==> src/bscb_pkg.sv <==
// Package with register map, field positions and reset values for the block.
// Summary of operation
// - With master-abort mode 0, secondary master aborts are not reported, aborted reads return all ones and aborted write data is dropped.
// - With master-abort mode 1, a secondary master abort signals target abort where allowed, otherwise raises system error if enabled.
// - The secondary interface reset bit forces both secondary reset pins asserted while 1 and resets to 0.
// - Fast back-to-back to different secondary targets is allowed only while its enable bit is 1, reset 0.
// - Bits 24 and 25 are plain read/write storage resetting to 0 with no effect.
// - A primary or secondary master timeout sets a sticky flag at bit 26, cleared by writing one, reset 0.
// - A primary or secondary discard timer expiry sets a sticky flag at bit 27 and asserts system error, cleared by writing one.
// - Bits 31 to 28 read as zero and reset to zero.
package bscb_pkg;
  // ----------------------------------------------------------------------
  // Register offsets
  // ----------------------------------------------------------------------
  localparam logic [7:0] BSCB_CTRL_OFS = 8'h3C;
  localparam logic [7:0] BSCB_IMASK_OFS = 8'h44;
  // ----------------------------------------------------------------------
  // Field positions
  // ----------------------------------------------------------------------
  localparam int BSCB_MA_MODE_BIT = 21;
  localparam int BSCB_SEC_RST_BIT = 22;
  localparam int BSCB_FBB_BIT = 23;
  localparam int BSCB_RSV0_BIT = 24;
  localparam int BSCB_RSV1_BIT = 25;
  localparam int BSCB_MTO_BIT = 26;
  localparam int BSCB_DT_BIT = 27;
  // ----------------------------------------------------------------------
  // Reset values and constants
  // ----------------------------------------------------------------------
  localparam logic [31:0] BSCB_CTRL_RESET = 32'h0000_0000;
  localparam logic [31:0] BSCB_IMASK_RESET = 32'h0000_0000;
  localparam logic [31:0] BSCB_ALL_ONES = 32'hFFFF_FFFF;
endpackage : bscb_pkg

==> src/bscb_top.sv <==
// Bridge control upper bits with APB access, abort handling and flags.
//
// The APB register port and the register offsets were chosen for this implementation.
`timescale 1ns/1ns
module bscb_top
  import bscb_pkg::*;
(
  // APB clock and reset
  input wire logic pclk,
  input wire logic presetn,
  // APB slave
  input wire logic psel,
  input wire logic penable,
  input wire logic pwrite,
  input wire logic [7:0] paddr,
  input wire logic [31:0] pwdata,
  output logic [31:0] prdata,
  output logic pready,
  output logic pslverr,
  // Bridge event inputs, one-cycle pulses, and the system error reporting enable level
  input wire logic pri_mto_expire,
  input wire logic sec_mto_expire,
  input wire logic pri_dt_expire,
  input wire logic sec1_dt_expire,
  input wire logic sec2_dt_expire,
  input wire logic serr_report_en,
  // Secondary master abort handling
  input wire logic sec_master_abort,
  input wire logic abort_is_read,
  input wire logic target_abort_possible,
  output logic signal_target_abort,
  output logic abort_drop_write,
  output logic [31:0] abort_read_data,
  // Pins and controls
  output logic primary_system_error_n,
  output logic first_secondary_reset_n,
  output logic second_secondary_reset_n,
  output logic fbb_allowed,
  output logic irq
);
  import bscb_pkg::*;

  logic ma_mode, sec_rst, fbb, mto, dt;
  logic [1:0] rsv;
  logic [1:0] imask;
  logic next_ma_mode, next_sec_rst, next_fbb, next_mto, next_dt;
  logic [1:0] next_rsv, next_imask;
  logic wr_en, rd_en, hit_ctrl, hit_imask;
  logic [31:0] next_prdata;
  logic next_ta, next_drop, next_serr;
  logic [31:0] next_ard;
  logic mto_evt, dt_evt;

  // --------------------------------------------------------------------
  // Bus decode
  // --------------------------------------------------------------------
  // Zero wait state slave: every access phase completes at once.
  assign pready = 1'b1;
  assign pslverr = 1'b0;
  assign wr_en = psel && penable && pwrite;
  assign rd_en = psel && !penable && !pwrite;
  assign hit_ctrl = (paddr == BSCB_CTRL_OFS);
  assign hit_imask = (paddr == BSCB_IMASK_OFS);
  assign mto_evt = pri_mto_expire || sec_mto_expire;
  assign dt_evt = pri_dt_expire || sec1_dt_expire || sec2_dt_expire;

  // --------------------------------------------------------------------
  // Register next values
  // --------------------------------------------------------------------
  // Writes update control bits; hardware sets of flags win over clears.
  always_comb
  begin
    next_ma_mode = ma_mode;
    next_sec_rst = sec_rst;
    next_fbb = fbb;
    next_rsv = rsv;
    next_imask = imask;
    next_mto = mto;
    next_dt = dt;
    if (wr_en && hit_ctrl)
    begin
      next_ma_mode = pwdata[BSCB_MA_MODE_BIT];
      next_sec_rst = pwdata[BSCB_SEC_RST_BIT];
      next_fbb = pwdata[BSCB_FBB_BIT];
      next_rsv = pwdata[BSCB_RSV1_BIT:BSCB_RSV0_BIT];
      if (pwdata[BSCB_MTO_BIT])
        next_mto = 1'b0;
      if (pwdata[BSCB_DT_BIT])
        next_dt = 1'b0;
    end
    if (wr_en && hit_imask)
      next_imask = pwdata[BSCB_DT_BIT:BSCB_MTO_BIT];
    if (mto_evt)
      next_mto = 1'b1;
    if (dt_evt)
      next_dt = 1'b1;
  end

  // Read data is captured in the setup phase and held through access.
  always_comb
  begin
    next_prdata = prdata;
    if (rd_en)
    begin
      next_prdata = 32'h0000_0000;
      if (hit_ctrl)
      begin
        next_prdata[BSCB_MA_MODE_BIT] = ma_mode;
        next_prdata[BSCB_SEC_RST_BIT] = sec_rst;
        next_prdata[BSCB_FBB_BIT] = fbb;
        next_prdata[BSCB_RSV1_BIT:BSCB_RSV0_BIT] = rsv;
        next_prdata[BSCB_MTO_BIT] = mto;
        next_prdata[BSCB_DT_BIT] = dt;
      end
      else if (hit_imask)
        next_prdata[BSCB_DT_BIT:BSCB_MTO_BIT] = imask;
    end
  end

  // --------------------------------------------------------------------
  // Abort response
  // --------------------------------------------------------------------
  // Picks target abort, system error or silent completion per mode.
  always_comb
  begin
    next_ta = 1'b0;
    next_drop = 1'b0;
    next_ard = 32'h0000_0000;
    next_serr = dt_evt;
    if (sec_master_abort)
    begin
      if (!ma_mode)
      begin
        next_drop = !abort_is_read;
        next_ard = abort_is_read ? BSCB_ALL_ONES : 32'h0000_0000;
      end
      else if (target_abort_possible)
        next_ta = 1'b1;
      else if (serr_report_en)
        next_serr = 1'b1;
    end
  end

  // --------------------------------------------------------------------
  // State registers
  // --------------------------------------------------------------------
  // All control state clears to zero under reset.
  always_ff @(posedge pclk or negedge presetn)
  begin
    if (!presetn)
    begin
      ma_mode <= 1'b0;
      sec_rst <= 1'b0;
      fbb <= 1'b0;
      rsv <= 2'h0;
      mto <= 1'b0;
      dt <= 1'b0;
      imask <= 2'h0;
      prdata <= BSCB_CTRL_RESET;
      signal_target_abort <= 1'b0;
      abort_drop_write <= 1'b0;
      abort_read_data <= 32'h0000_0000;
      primary_system_error_n <= 1'b1;
    end
    else
    begin
      ma_mode <= next_ma_mode;
      sec_rst <= next_sec_rst;
      fbb <= next_fbb;
      rsv <= next_rsv;
      mto <= next_mto;
      dt <= next_dt;
      imask <= next_imask;
      prdata <= next_prdata;
      signal_target_abort <= next_ta;
      abort_drop_write <= next_drop;
      abort_read_data <= next_ard;
      primary_system_error_n <= !next_serr;
    end
  end

  // Secondary reset pins and fast back-to-back follow the control bits.
  assign first_secondary_reset_n = !sec_rst;
  assign second_secondary_reset_n = !sec_rst;
  assign fbb_allowed = fbb;
  assign irq = (mto && imask[0]) || (dt && imask[1]);
endmodule : bscb_top

==> config.mk <==
export PLATFORM = sky130hd
export DESIGN_NAME = bscb_top
export DESIGN_NICKNAME = d
export VERILOG_FILES = /design/src/bscb_pkg.sv /design/src/bscb_top.sv
export SDC_FILE = /design/constraint.sdc
export NUM_CORES = 1
export LEC_CHECK = 0
export CAP_MARGIN = 25
export CORE_MARGIN = 2
export CORE_UTILIZATION = 35
export CTS_BUF_LIST = sky130_fd_sc_hd__clkbuf_4 sky130_fd_sc_hd__clkbuf_8 sky130_fd_sc_hd__clkbuf_16
export CTS_CLUSTER_SIZE = 8
export DETAILED_ROUTE_END_ITERATION = 8
export DONT_BUFFER_PORTS = 1
export PLACE_DENSITY = 0.56
export RECOVER_POWER = 25
export SLEW_MARGIN = 10
export SYNTH_ARGS = -nofsm -noshare
export SYNTH_HDL_FRONTEND = slang
export SYNTH_SLANG_ARGS = --single-unit
==> constraint.sdc <==
create_clock -name pclk -period 1.1 [get_ports pclk]
set_input_delay 0.055 -clock pclk [delete_from_list [all_inputs] [get_ports pclk]]
set_output_delay 0.055 -clock pclk [all_outputs]
set_load 0.02 [all_outputs]
Yosys cells after proc, flatten, opt, wreduce, memory -nomap -nowiden
Cells that the tools add are included.
- flip-flop bits (word level): 51
- equality and inequality tests: 2
- multiplexer cells: 21
- reductions and logical operators: 23
- operator list (kind ; number):
    32-bit 2-to-1 mux ; 3
    1-bit 2-to-1 mux ; 15
    8-bit by 6-bit == test with 1-bit output, second input constant ; 1
    8-bit by 7-bit == test with 1-bit output, second input constant ; 1
    1-bit logical AND ; 8
    2-bit nonzero test ; 4
    1-bit logical NOT ; 5
    5-bit 2-to-1 mux ; 1
    1-bit logical OR ; 4
    2-bit 2-to-1 mux ; 2
    2-bit AND reduction ; 2

Logic depth before layout (Yosys ltp)
Gate-level depths: netlist of the first run.
- word-level depth: 7
- gate-level depth with buffers: 4
- gate-level depth less buffers: 3

Worst setup path before layout of the first run
Ideal clock, no wire load.
- kind: input to register
- from: in paddr[1]
- to: reg fbb, in the netlist fbb_allowed
- library setup time: 125 ps
- arrival time: 1269 ps
- data required time: 975 ps
- setup slack: -294 ps
- stages: 3
- path buffers: 0
- path through: or4b_4 -> nor3_4 -> mux2_2
- word-level cells in the longest chain between the ends: 2
- RTL lines (item ; RTL line ; RTL):
    from (decl) ; bscb_top.sv:15 ; input wire logic [7:0] paddr,
    8-bit by 6-bit == test with 1-bit output ; bscb_top.sv:62 ; assign hit_ctrl = (paddr == BSCB_CTRL_OFS);
    1-bit logical AND ; bscb_top.sv:80 ; if (wr_en && hit_ctrl)
    to (signal assigned) ; bscb_top.sv:169 ; fbb <= next_fbb;
    to (decl) ; bscb_top.sv:43 ; logic ma_mode, sec_rst, fbb, mto, dt;
No other way between the ends.
A chain may end at the register's enable or synchronous reset.

==> out/metrics.yaml, run 1 <==
n_fill_cell: 357
sw_frac_of_total_pct: 26.5
die_h_um: 64.9
clk_path_buf_depth: 2
highest_layer: "met3"
synth.distinct_cells: 25
dr.pass1.iters: 3
clock_skew_ns: 0.00463
max_freq_mhz: 896
wl_per_cell_um: 13.5
final_common_cell: "conb_1"
gr-total-overflow: 0
drive_gt1_share_pct: 25.0
power.internal_mw: 1.31
cts_setup_buffers: 0
p_clk_share_pct: 40.5
cp-end-kind: "output port"
power.density_mw_per_mm2: 1300
regArea_um2: 505
cp-startpoint: "abort_read_data[26]"
violations: "negative hold slack, negative setup slack"
ir_drop_uv: 903
min_period_ns: 1.12
grt_pass1_vias: 724
clk_pin_slew_ns: 0.07
largest_register_ffs: 7
timing.final.ws_setup_ns: -0.0157
dp.final_hpwl_um: 1720
seq_power_share_pct: 42.8
row_count: 22
synth.ff_latch_count: 20
path_max_fanout: 16
slew_viol_final: 0
arrival_ns: 1.06
critical-path-top-delay-family: "flip-flops"
grt_pass1_wl_um: 3370
required_ns: 1.04
multi_input_comb_area_um2: 448
synthesis.area_mm2: 0.00130
core_area_mm2: 0.00361
ioPinCount: 127
p_comb_share_pct: 16.7
antenna_found_initial: 0
worst-setup-path-type: "flop to output port"
synth.top_cell.area_share_pct: 36.6
worst_setup_path_start_kind: "flop"
r2r-start: "imask[1]"
cpPeakStageDelay_ns: 0.47
power_leakage_nw: 0.653
m1WireLength_um: 720
postLayoutCellArea_mm2: 0.00137
clock_sinks: 20
min_period_over_period_pct: 101
route.detailed.drc: 0
worstPathCellList: "buf_16"
die-area_mm2: 0.00422
fin_hold_ws_ns: -0.0499
routed_wl_um: 2210
die_w_um: 64.9
hp-class: "primary input to asynchronous set/reset pin"
p_switching_uw: 471
fin_nets: 171
drv_cap: 0
reg.largest.list: "prdata x7, imask x2, rsv x2"
slowest_stage: "dfrtp_4"
hold_violations: 19
tightestPinTransition_ns: 1.03
cts_max_level: 1
regMostFlops: "prdata"
io_buffers: 0
grt_max_degree: 21
antenna_cells: 0
clock_latency_ns: 0.26
setup_violations: 32
globalplace.congestion: 0.775
seq_area_frac_synth_pct: 38.6
mostFrequentLayoutCells: "27 x conb_1, 18 x dfrtp_1, 13 x dlygate4sd3_1"
grt_usage_pct: 10.4
clockRootBuffer: "clkbuf_8"
vias: 711
start_util_pct: 36.1
outcome: "finished with violations"
relSlewSlack_pct: 31.6
synth_warnings: 0
place_area_mm2: 0.00115
via_per_inst: 4.34
wl_met2_um: 1240
crit_buf_inv: 1
syn_inst: 121
avgSynthCellArea_um2: 10.7
dr_wl_met3_um: 247
numCtsBuffers: 3
cts_tree: "yes"
rsz0062_at_grt: "true"
syn_to_final_growth_pct: 5.00
yosysTopAreaCell: "dfrtp_1"
yosys-top-cells-area: "dfrtp_1 37%, buf_4 34%, mux2_2 6.1%"
drtIter0Drc: 9
final_antenna_net_count: 0
==> power groups by stage <==
stage	Clock (mW)	Combinational, mW	Sequential (mW)
final	0.722	0.297	0.762
after global routing	0.768	0.319	0.762
after CTS	0.747	0.298	0.762
after detailed placement	0	0.239	0.776
after global placement	0	0.237	0.775
after floorplan	0	0.351	0.784
==> synthesized netlist by cell type <==
master and count:
and4_1 2, a221o_1 2, and3b_1 1, a22o_1 6, and3_1 1, or3b_2 1, nor2_1 1, inv_1 1
nor4_1 1, dfstp_2 1, or4b_4 1, and2_1 1, a31oi_1 2, nor3b_1 2, conb_1 2, dfrtp_1 19
nor4b_1 2, nand3_1 1, nand3b_1 1, buf_4 59, nand4b_1 2, mux2_2 7, nor3_4 2, clkbuf_1 1
nor3_1 2
==> cell type report <==
cell class	count	area share [%]
flip-flops and latches	20	37.0
multi-input cells	65	32.8
repair buffers	26	20.3
well taps	48	4.40
clock buffers	3	3.02
clock inverters	1	2.20
inverters	1	0.275
==> what timing repair did <==
item / in CTS / in global routing
hold buffers: 14 / 0
cloned: 0 / 0
setup endpoints to repair: 37 / 34
gates resized for setup: 1 / 2
hold endpoints to repair: 33 / 0
pin swaps: 1 / 0
==> worst reg2reg max path: stages, from the launching register on <==
cell,delay [ns]
dfrtp_1,0.40
and4_1,0.16
a221o_1,0.25
==> logic make-up (layout without fill, tap and decap cells) <==
family / after synthesis / in the layout / share of synthesized area (%)
buffers and inverters: 61 / 31 / 34.6
AND/OR/NAND/NOR: 21 / 21 / 13.6
flip-flops: 20 / 20 / 38.6
AO/OA/AOI/OAI: 10 / 10 / 6.54
multiplexers: 7 / 7 / 6.06
other: 2 / 27 / 0.578
==> stage by stage <==
step	total power [mW]	cells	utilization, %	worst slack, ns	TNS, ns
after floorplan	1.13	146	-	-0.290	-1.56
after global placement	1.01	146	31.9	-0.295	-2.45
after detailed placement	1.01	146	31.9	-0.308	-2.53
after CTS	1.81	164	37.9	-0.0331	-1.02
after global routing	1.85	164	37.9	-0.0568	-1.77
final	1.78	164	37.9	-0.0157	-0.468
==> layer usage <==
layer / track usage, % / up-vias
met5: 0 / -
met2: 21.0 / 37
met1: 9.72 / 353
met4: 0.798 / 0
li1: - / 321
met3: 4.86 / 0
==> final timing paths <==
kind | cells after the start | slack (ns) | endpoint
setup / recovery | 1 | -0.02 | abort_read_data[0]
hold / removal | 1 | -0.05 | prdata[24]
setup reg to reg | 2 | 0.19 | prdata[27]
hold reg to reg | 1 | 0.50 | prdata[24]
max in group asynchronous | 1 | 0.41 | abort_read_data[26]
min in group pclk | 2 | 0.01 | mto
No activity file was read; power rests on OpenSTA's default activity.
==> inputs of run 2 (changes only) <==
- clock period: 1.1 -> 1.4 ns (I/O delays scaled with it)
==> out/metrics.yaml, run 2 (synthesized netlist as in run 1, its figures left out) <==
timing.final.ws_setup_ns: 0.0432  # was -0.0157 ns
cts_setup_buffers: 0  # unchanged
clock_sinks: 20  # unchanged
hold_start: "sec2_dt_expire"
gr-total-overflow: 0  # unchanged
path_max_fanout: 2  # was 16
die_h_um: 64.9  # unchanged
n_fill_cell: 365  # was 357
setup_tns_ns: 0  # was -0.468 ns
place_area_mm2: 0.00110  # was 0.00115 mm^2
cts_tree: "yes"  # unchanged
outcome: "finished, final reports clean"  # was finished with violations
core_area_mm2: 0.00361  # unchanged
die_w_um: 64.9  # unchanged
cp-end-kind: "flop"  # was output port
fin_hold_ws_ns: 0.0159  # was -0.0499 ns
fin_nets: 166  # was 171
multi_input_comb_area_um2: 427  # was 448 um^2
worstReg2RegEnd: "abort_drop_write"  # was prdata[27]
postLayoutCellArea_mm2: 0.00127  # was 0.00137 mm^2
place_inst: 141  # was 146
largest_register_ffs: 7  # unchanged
clk_pin_slew_ns: 0.08  # was 0.07 ns
min_period_ns: 1.36
start_util_pct: 36.1  # unchanged
power.density_mw_per_mm2: 986  # was 1300 mW/mm^2
min_path_cells: 2
dp.final_hpwl_um: 1660  # was 1720 um
clock_skew_ns: 0.00647  # was 0.00463 ns
ir_drop_uv: 654  # was 903 uV
setup_violations: 0  # was 32
post-route-util_pct: 35.3  # was 37.9%
globalplace.congestion: 0.761  # was 0.775
reg.largest.list: "prdata x7, imask x2, rsv x2"  # unchanged
pre_cts_ws_ns: -0.0922  # was -0.308 ns
final_antenna_net_count: 0  # unchanged
grt_pass1_vias: 683  # was 724
tightestPinTransition_ns: 0.851  # was 1.03 ns
io_buffers: 0  # unchanged
power_leakage_nw: 0.603  # was 0.653 nW
r2r-start: "ma_mode"  # was imask[1]
clk_path_buf_depth: 2  # unchanged
drive_gt1_share_pct: 18.9  # was 25.0%
cts_max_level: 1  # unchanged
row_count: 22  # unchanged
rsz0062_at_grt: "false"  # was true
drtIter0Drc: 2  # was 9
antenna_cells: 0  # unchanged
slew_viol_final: 0  # unchanged
wl_per_cell_um: 13.3  # was 13.5 um
syn_to_final_growth_pct: -2.02  # was 5.00%
max_freq_mhz: 737
worst_setup_path_start_kind: "primary input"  # was flop
r2r_slack_ns: 0.15  # was 0.19 ns
grt_pass1_wl_um: 3150  # was 3370 um
dr.pass1.iters: 2  # was 3
routed_wl_um: 2120  # was 2210 um
grt_usage_pct: 10.0  # was 10.4%
hp-class: "primary input to flop"  # was primary input to asynchronous set/reset pin
regMostFlops: "prdata"  # unchanged
antenna_found_initial: 0  # unchanged
ioPinCount: 127  # unchanged
hold_violations: 0  # was 19
power_mw: 1.26  # was 1.78 mW
numCtsBuffers: 3  # unchanged
final_common_cell: "conb_1"  # unchanged
ctsHoldBuffers: 14  # unchanged
arrival_ns: 1.56  # was 1.06 ns
ff2ff_path_depth: 2  # unchanged
die-area_mm2: 0.00422  # unchanged
grt_max_degree: 21  # unchanged
mostFrequentLayoutCells: "27 x conb_1, 18 x dfrtp_1, 14 x dlygate4sd3_1"  # was 27 x conb_1, 18 x dfrtp_1, 13 x dlygate4sd3_1
clock_latency_ns: 0.26  # about the same
via_per_inst: 4.36  # was 4.34
fin_cells: 159  # was 164
required_ns: 1.61  # was 1.04 ns
min_period_over_period_pct: 96.9
worstHoldEndpoint: "dt"
clockRootBuffer: "clkbuf_8"  # unchanged
vias: 694  # was 711
worst-setup-path-type: "primary input to flop"  # was flop to output port
regArea_um2: 505  # unchanged
relSlewSlack_pct: 43.1  # was 31.6%
cts_resized: 0  # was 1
drv_cap: 0  # unchanged
route.detailed.drc: 0  # unchanged
==> run 2: worst max-delay path, cell delays in order <==
cell	delay, ns
dlygate4sd3_1	0.54
nor3_1	0.26
dlygate4sd3_1	0.58
and2_1	0.11
==> run 2: layout make-up <==
type / instances / share of cell area [%]
Multi-Input combinational cell: 65 / 33.5
Inverter: 1 / 0.295
Tap cell: 48 / 4.72
Sequential cell: 20 / 39.7
Timing Repair Buffer: 21 / 17.5
Clock buffer: 4 / 4.32
==> run 2: per-layer routing <==
metal / share of wire (%) / vias up / track usage (%)
li1: - / 311 / -
met1: 34 / 342 / 10.0
met2: 53 / 41 / 18.9
met3: 13 / 0 / 5.21
met4: 0 / 0 / 0.798
met5: 0 / - / 0
==> run 2: worst max-delay path by stage <==
stage	from	end	slack [ns]	depth (start not counted)
2_1_floorplan	paddr[1]	fbb_allowed	-0.009	3
3_3_place_gp	paddr[1]	fbb_allowed	-0.07	3
3_5_place_dp	paddr[1]	ma_mode	-0.09	3
4_1_cts	sec2_dt_expire	primary_system_error_n	0.05	4
5_1_grt	sec2_dt_expire	primary_system_error_n	0.009	4
6_report	sec2_dt_expire	primary_system_error_n	0.04	4
==> run 2: where the power goes <==
part | total [mW] | switching (mW) | internal, mW
Clock | 0.435 | 0.185 | 0.250
Combinational | 0.223 | 0.169 | 0.0542
Sequential | 0.598 | 0.0112 | 0.586
Total | 1.26 | 0.365 | 0.891
==> inputs of run 3 (changes only) <==
- clock period: 1.4 -> 1.25 ns (I/O delays scaled with it)
==> out/metrics.yaml, run 3 (synthesized netlist as in run 1, its figures left out) <==
antenna_cells: 0  # unchanged
slowest_stage: "or4b_4"  # was dlygate4sd3_1
timing.final.ws_setup_ns: 0.0604  # was 0.0432 ns
gr-total-overflow: 0  # unchanged
worst_setup_path_start_kind: "primary input"  # unchanged
globalplace.congestion: 0.797  # was 0.761
clock_latency_ns: 0.25  # was 0.26 ns
min_period_over_period_pct: 95.2
dr.pass1.iters: 2  # unchanged
path_max_fanout: 6  # was 2
power.density_mw_per_mm2: 1200  # was 986 mW/mm^2
clock_sinks: 20  # unchanged
cp-end-kind: "flop"  # unchanged
required_ns: 1.39  # was 1.61 ns
cp_num_cells: 3  # was 4
reg.largest.list: "prdata x7, imask x2, rsv x2"  # unchanged
pre_cts_ws_ns: -0.220  # was -0.0922 ns
dp.final_hpwl_um: 1650  # was 1660 um
grt_usage_pct: 9.97  # was 10.0%
worst-setup-path-type: "primary input to flop"  # unchanged
power_leakage_nw: 0.614  # was 0.603 nW
clockRootBuffer: "clkbuf_8"  # unchanged
relSlewSlack_pct: 42.3  # was 43.1%
max_freq_mhz: 841
io_buffers: 0  # unchanged
cpPeakStageDelay_ns: 0.54  # was 0.58 ns
wl_per_cell_um: 13.3  # about the same
slew_viol_final: 0  # unchanged
critical-path-top-delay-family: "simple AND/OR/NAND/NOR gates"  # was buffers and inverters
final_common_cell: "conb_1"  # unchanged
violations: "negative hold slack"
antenna_found_initial: 0  # unchanged
setup_violations: 0  # unchanged
cts_resized: 0  # unchanged
drtIter0Drc: 4  # was 2
mostFrequentLayoutCells: "27 x conb_1, 18 x dfrtp_1, 14 x dlygate4sd3_1"  # unchanged
die_w_um: 64.9  # unchanged
r2r-start: "imask[0]"  # was ma_mode
clk_pin_slew_ns: 0.07  # was 0.08 ns
clock_skew_ns: 0.00210  # was 0.00647 ns
place_area_mm2: 0.00109  # was 0.00110 mm^2
die-area_mm2: 0.00422  # unchanged
cts_tree: "yes"  # unchanged
worstPathCellList: "or4b_4 > nor3_4 > mux2_2"  # was dlygate4sd3_1 > nor3_1 > dlygate4sd3_1 > and2_1
fin_hold_ws_ns: -0.0116  # was 0.0159 ns
ir_drop_uv: 631  # was 654 uV
outcome: "finished with violations"  # was finished, final reports clean
r2r_slack_ns: 0.32  # was 0.15 ns
row_count: 22  # unchanged
final_antenna_net_count: 0  # unchanged
fin_cells: 158  # was 159
regMostFlops: "prdata"  # unchanged
arrival_ns: 1.33  # was 1.56 ns
clk_path_buf_depth: 2  # unchanged
setup_tns_ns: 0  # unchanged
worstReg2RegEnd: "prdata[26]"  # was abort_drop_write
syn_to_final_growth_pct: 0.000231  # was -2.02%
largest_register_ffs: 7  # unchanged
ioPinCount: 127  # unchanged
drive_gt1_share_pct: 20.0  # was 18.9%
core_area_mm2: 0.00361  # unchanged
hp-class: "primary input to flop"  # unchanged
fin_nets: 165  # was 166
ff2ff_path_depth: 2  # unchanged
cp-startpoint: "paddr[1]"  # was sec2_dt_expire
via_per_inst: 4.33  # was 4.36
postLayoutCellArea_mm2: 0.00130  # was 0.00127 mm^2
route.detailed.drc: 0  # unchanged
die_h_um: 64.9  # unchanged
hold_violations: 1  # was 0
routed_wl_um: 2100  # was 2120 um
grt_pass1_wl_um: 3190  # was 3150 um
crit_buf_inv: 0  # was 2
rsz0062_at_grt: "false"  # unchanged
tightestPinTransition_ns: 0.863  # was 0.851 ns
min_period_ns: 1.19
cts_max_level: 1  # unchanged
numCtsBuffers: 3  # unchanged
crit_end: "rsv[1]"  # was primary_system_error_n
place_inst: 140  # was 141
start_util_pct: 36.1  # unchanged
vias: 684  # was 694
grt_pass1_vias: 705  # was 683
drv_cap: 0  # unchanged
grt_max_degree: 21  # unchanged
[run 3: cell count changes in the layout (fill, tap and decap cells not counted), sizes merged]
cell,previous run,this run
bufinv,0,1
clkbuf,5,3
[run 3: worst register-to-register path, delay by kind of cell (launching register included)]
family | cells | cell delay [ns]
flops | 1 | 0.40
simple gates | 1 | 0.17
compound gates | 1 | 0.25
[run 3: cell type report]
cell class                      count  area, um^2
Multi-Input combinational cell     65         442
Timing Repair Buffer               20         218
Inverter                            1        3.75
Clock buffer                        3        41.3
Clock inverter                      1        30.0
Fill cell                         355        2310
Tap cell                           48        60.1
Sequential cell                    20         505
[run 3: worst min path at each step]
stage                  endpoint  slack [ns]           start  depth (start not counted)
2_1_floorplan  abort_drop_write       -0.23         presetn                          0
5_1_grt                     mto        0.01  pri_mto_expire                          2
3_3_place_gp         prdata[24]       -0.23         presetn                          0
4_1_cts                      dt       0.002  sec2_dt_expire                          2
3_5_place_dp         prdata[24]       -0.23         presetn                          0
6_report                    mto       -0.01  pri_mto_expire                          2
[run 3: stage by stage]
step	hold WS [ns]	power, mW	util (%)
3_3_place_gp	-0.233	0.887	30.2
2_1_floorplan	-0.233	0.995	-
6_report	-0.0116	1.56	36.1
5_1_grt	0.0123	1.62	36.1
3_5_place_dp	-0.233	0.889	30.2
4_1_cts	0.00240	1.58	36.1
[run 3: timing repair]
item,CTS,global route
hold buffers,14,0
setup buffers,0,0
hold endpoints to repair,33,0
[run 3: power breakdown]
part | switching [mW] | internal (mW) | total, mW | leakage [nW]
logic | 0.192 | 0.0630 | 0.255 | 0.317
clock network | 0.206 | 0.427 | 0.633 | 0.0357
registers | 0.0127 | 0.657 | 0.669 | 0.262
total | 0.411 | 1.15 | 1.56 | 0.614
[run 3: layer usage]
metal	part of all wire [%]	vias to the layer above	GRT usage [%]	wire length [um]
met2	52	42	18.0	1080
li1	-	310	-	-
met3	12	0	3.30	258
met1	36	332	10.9	754
met4	0	0	3.19	0
met5	0	-	0	0
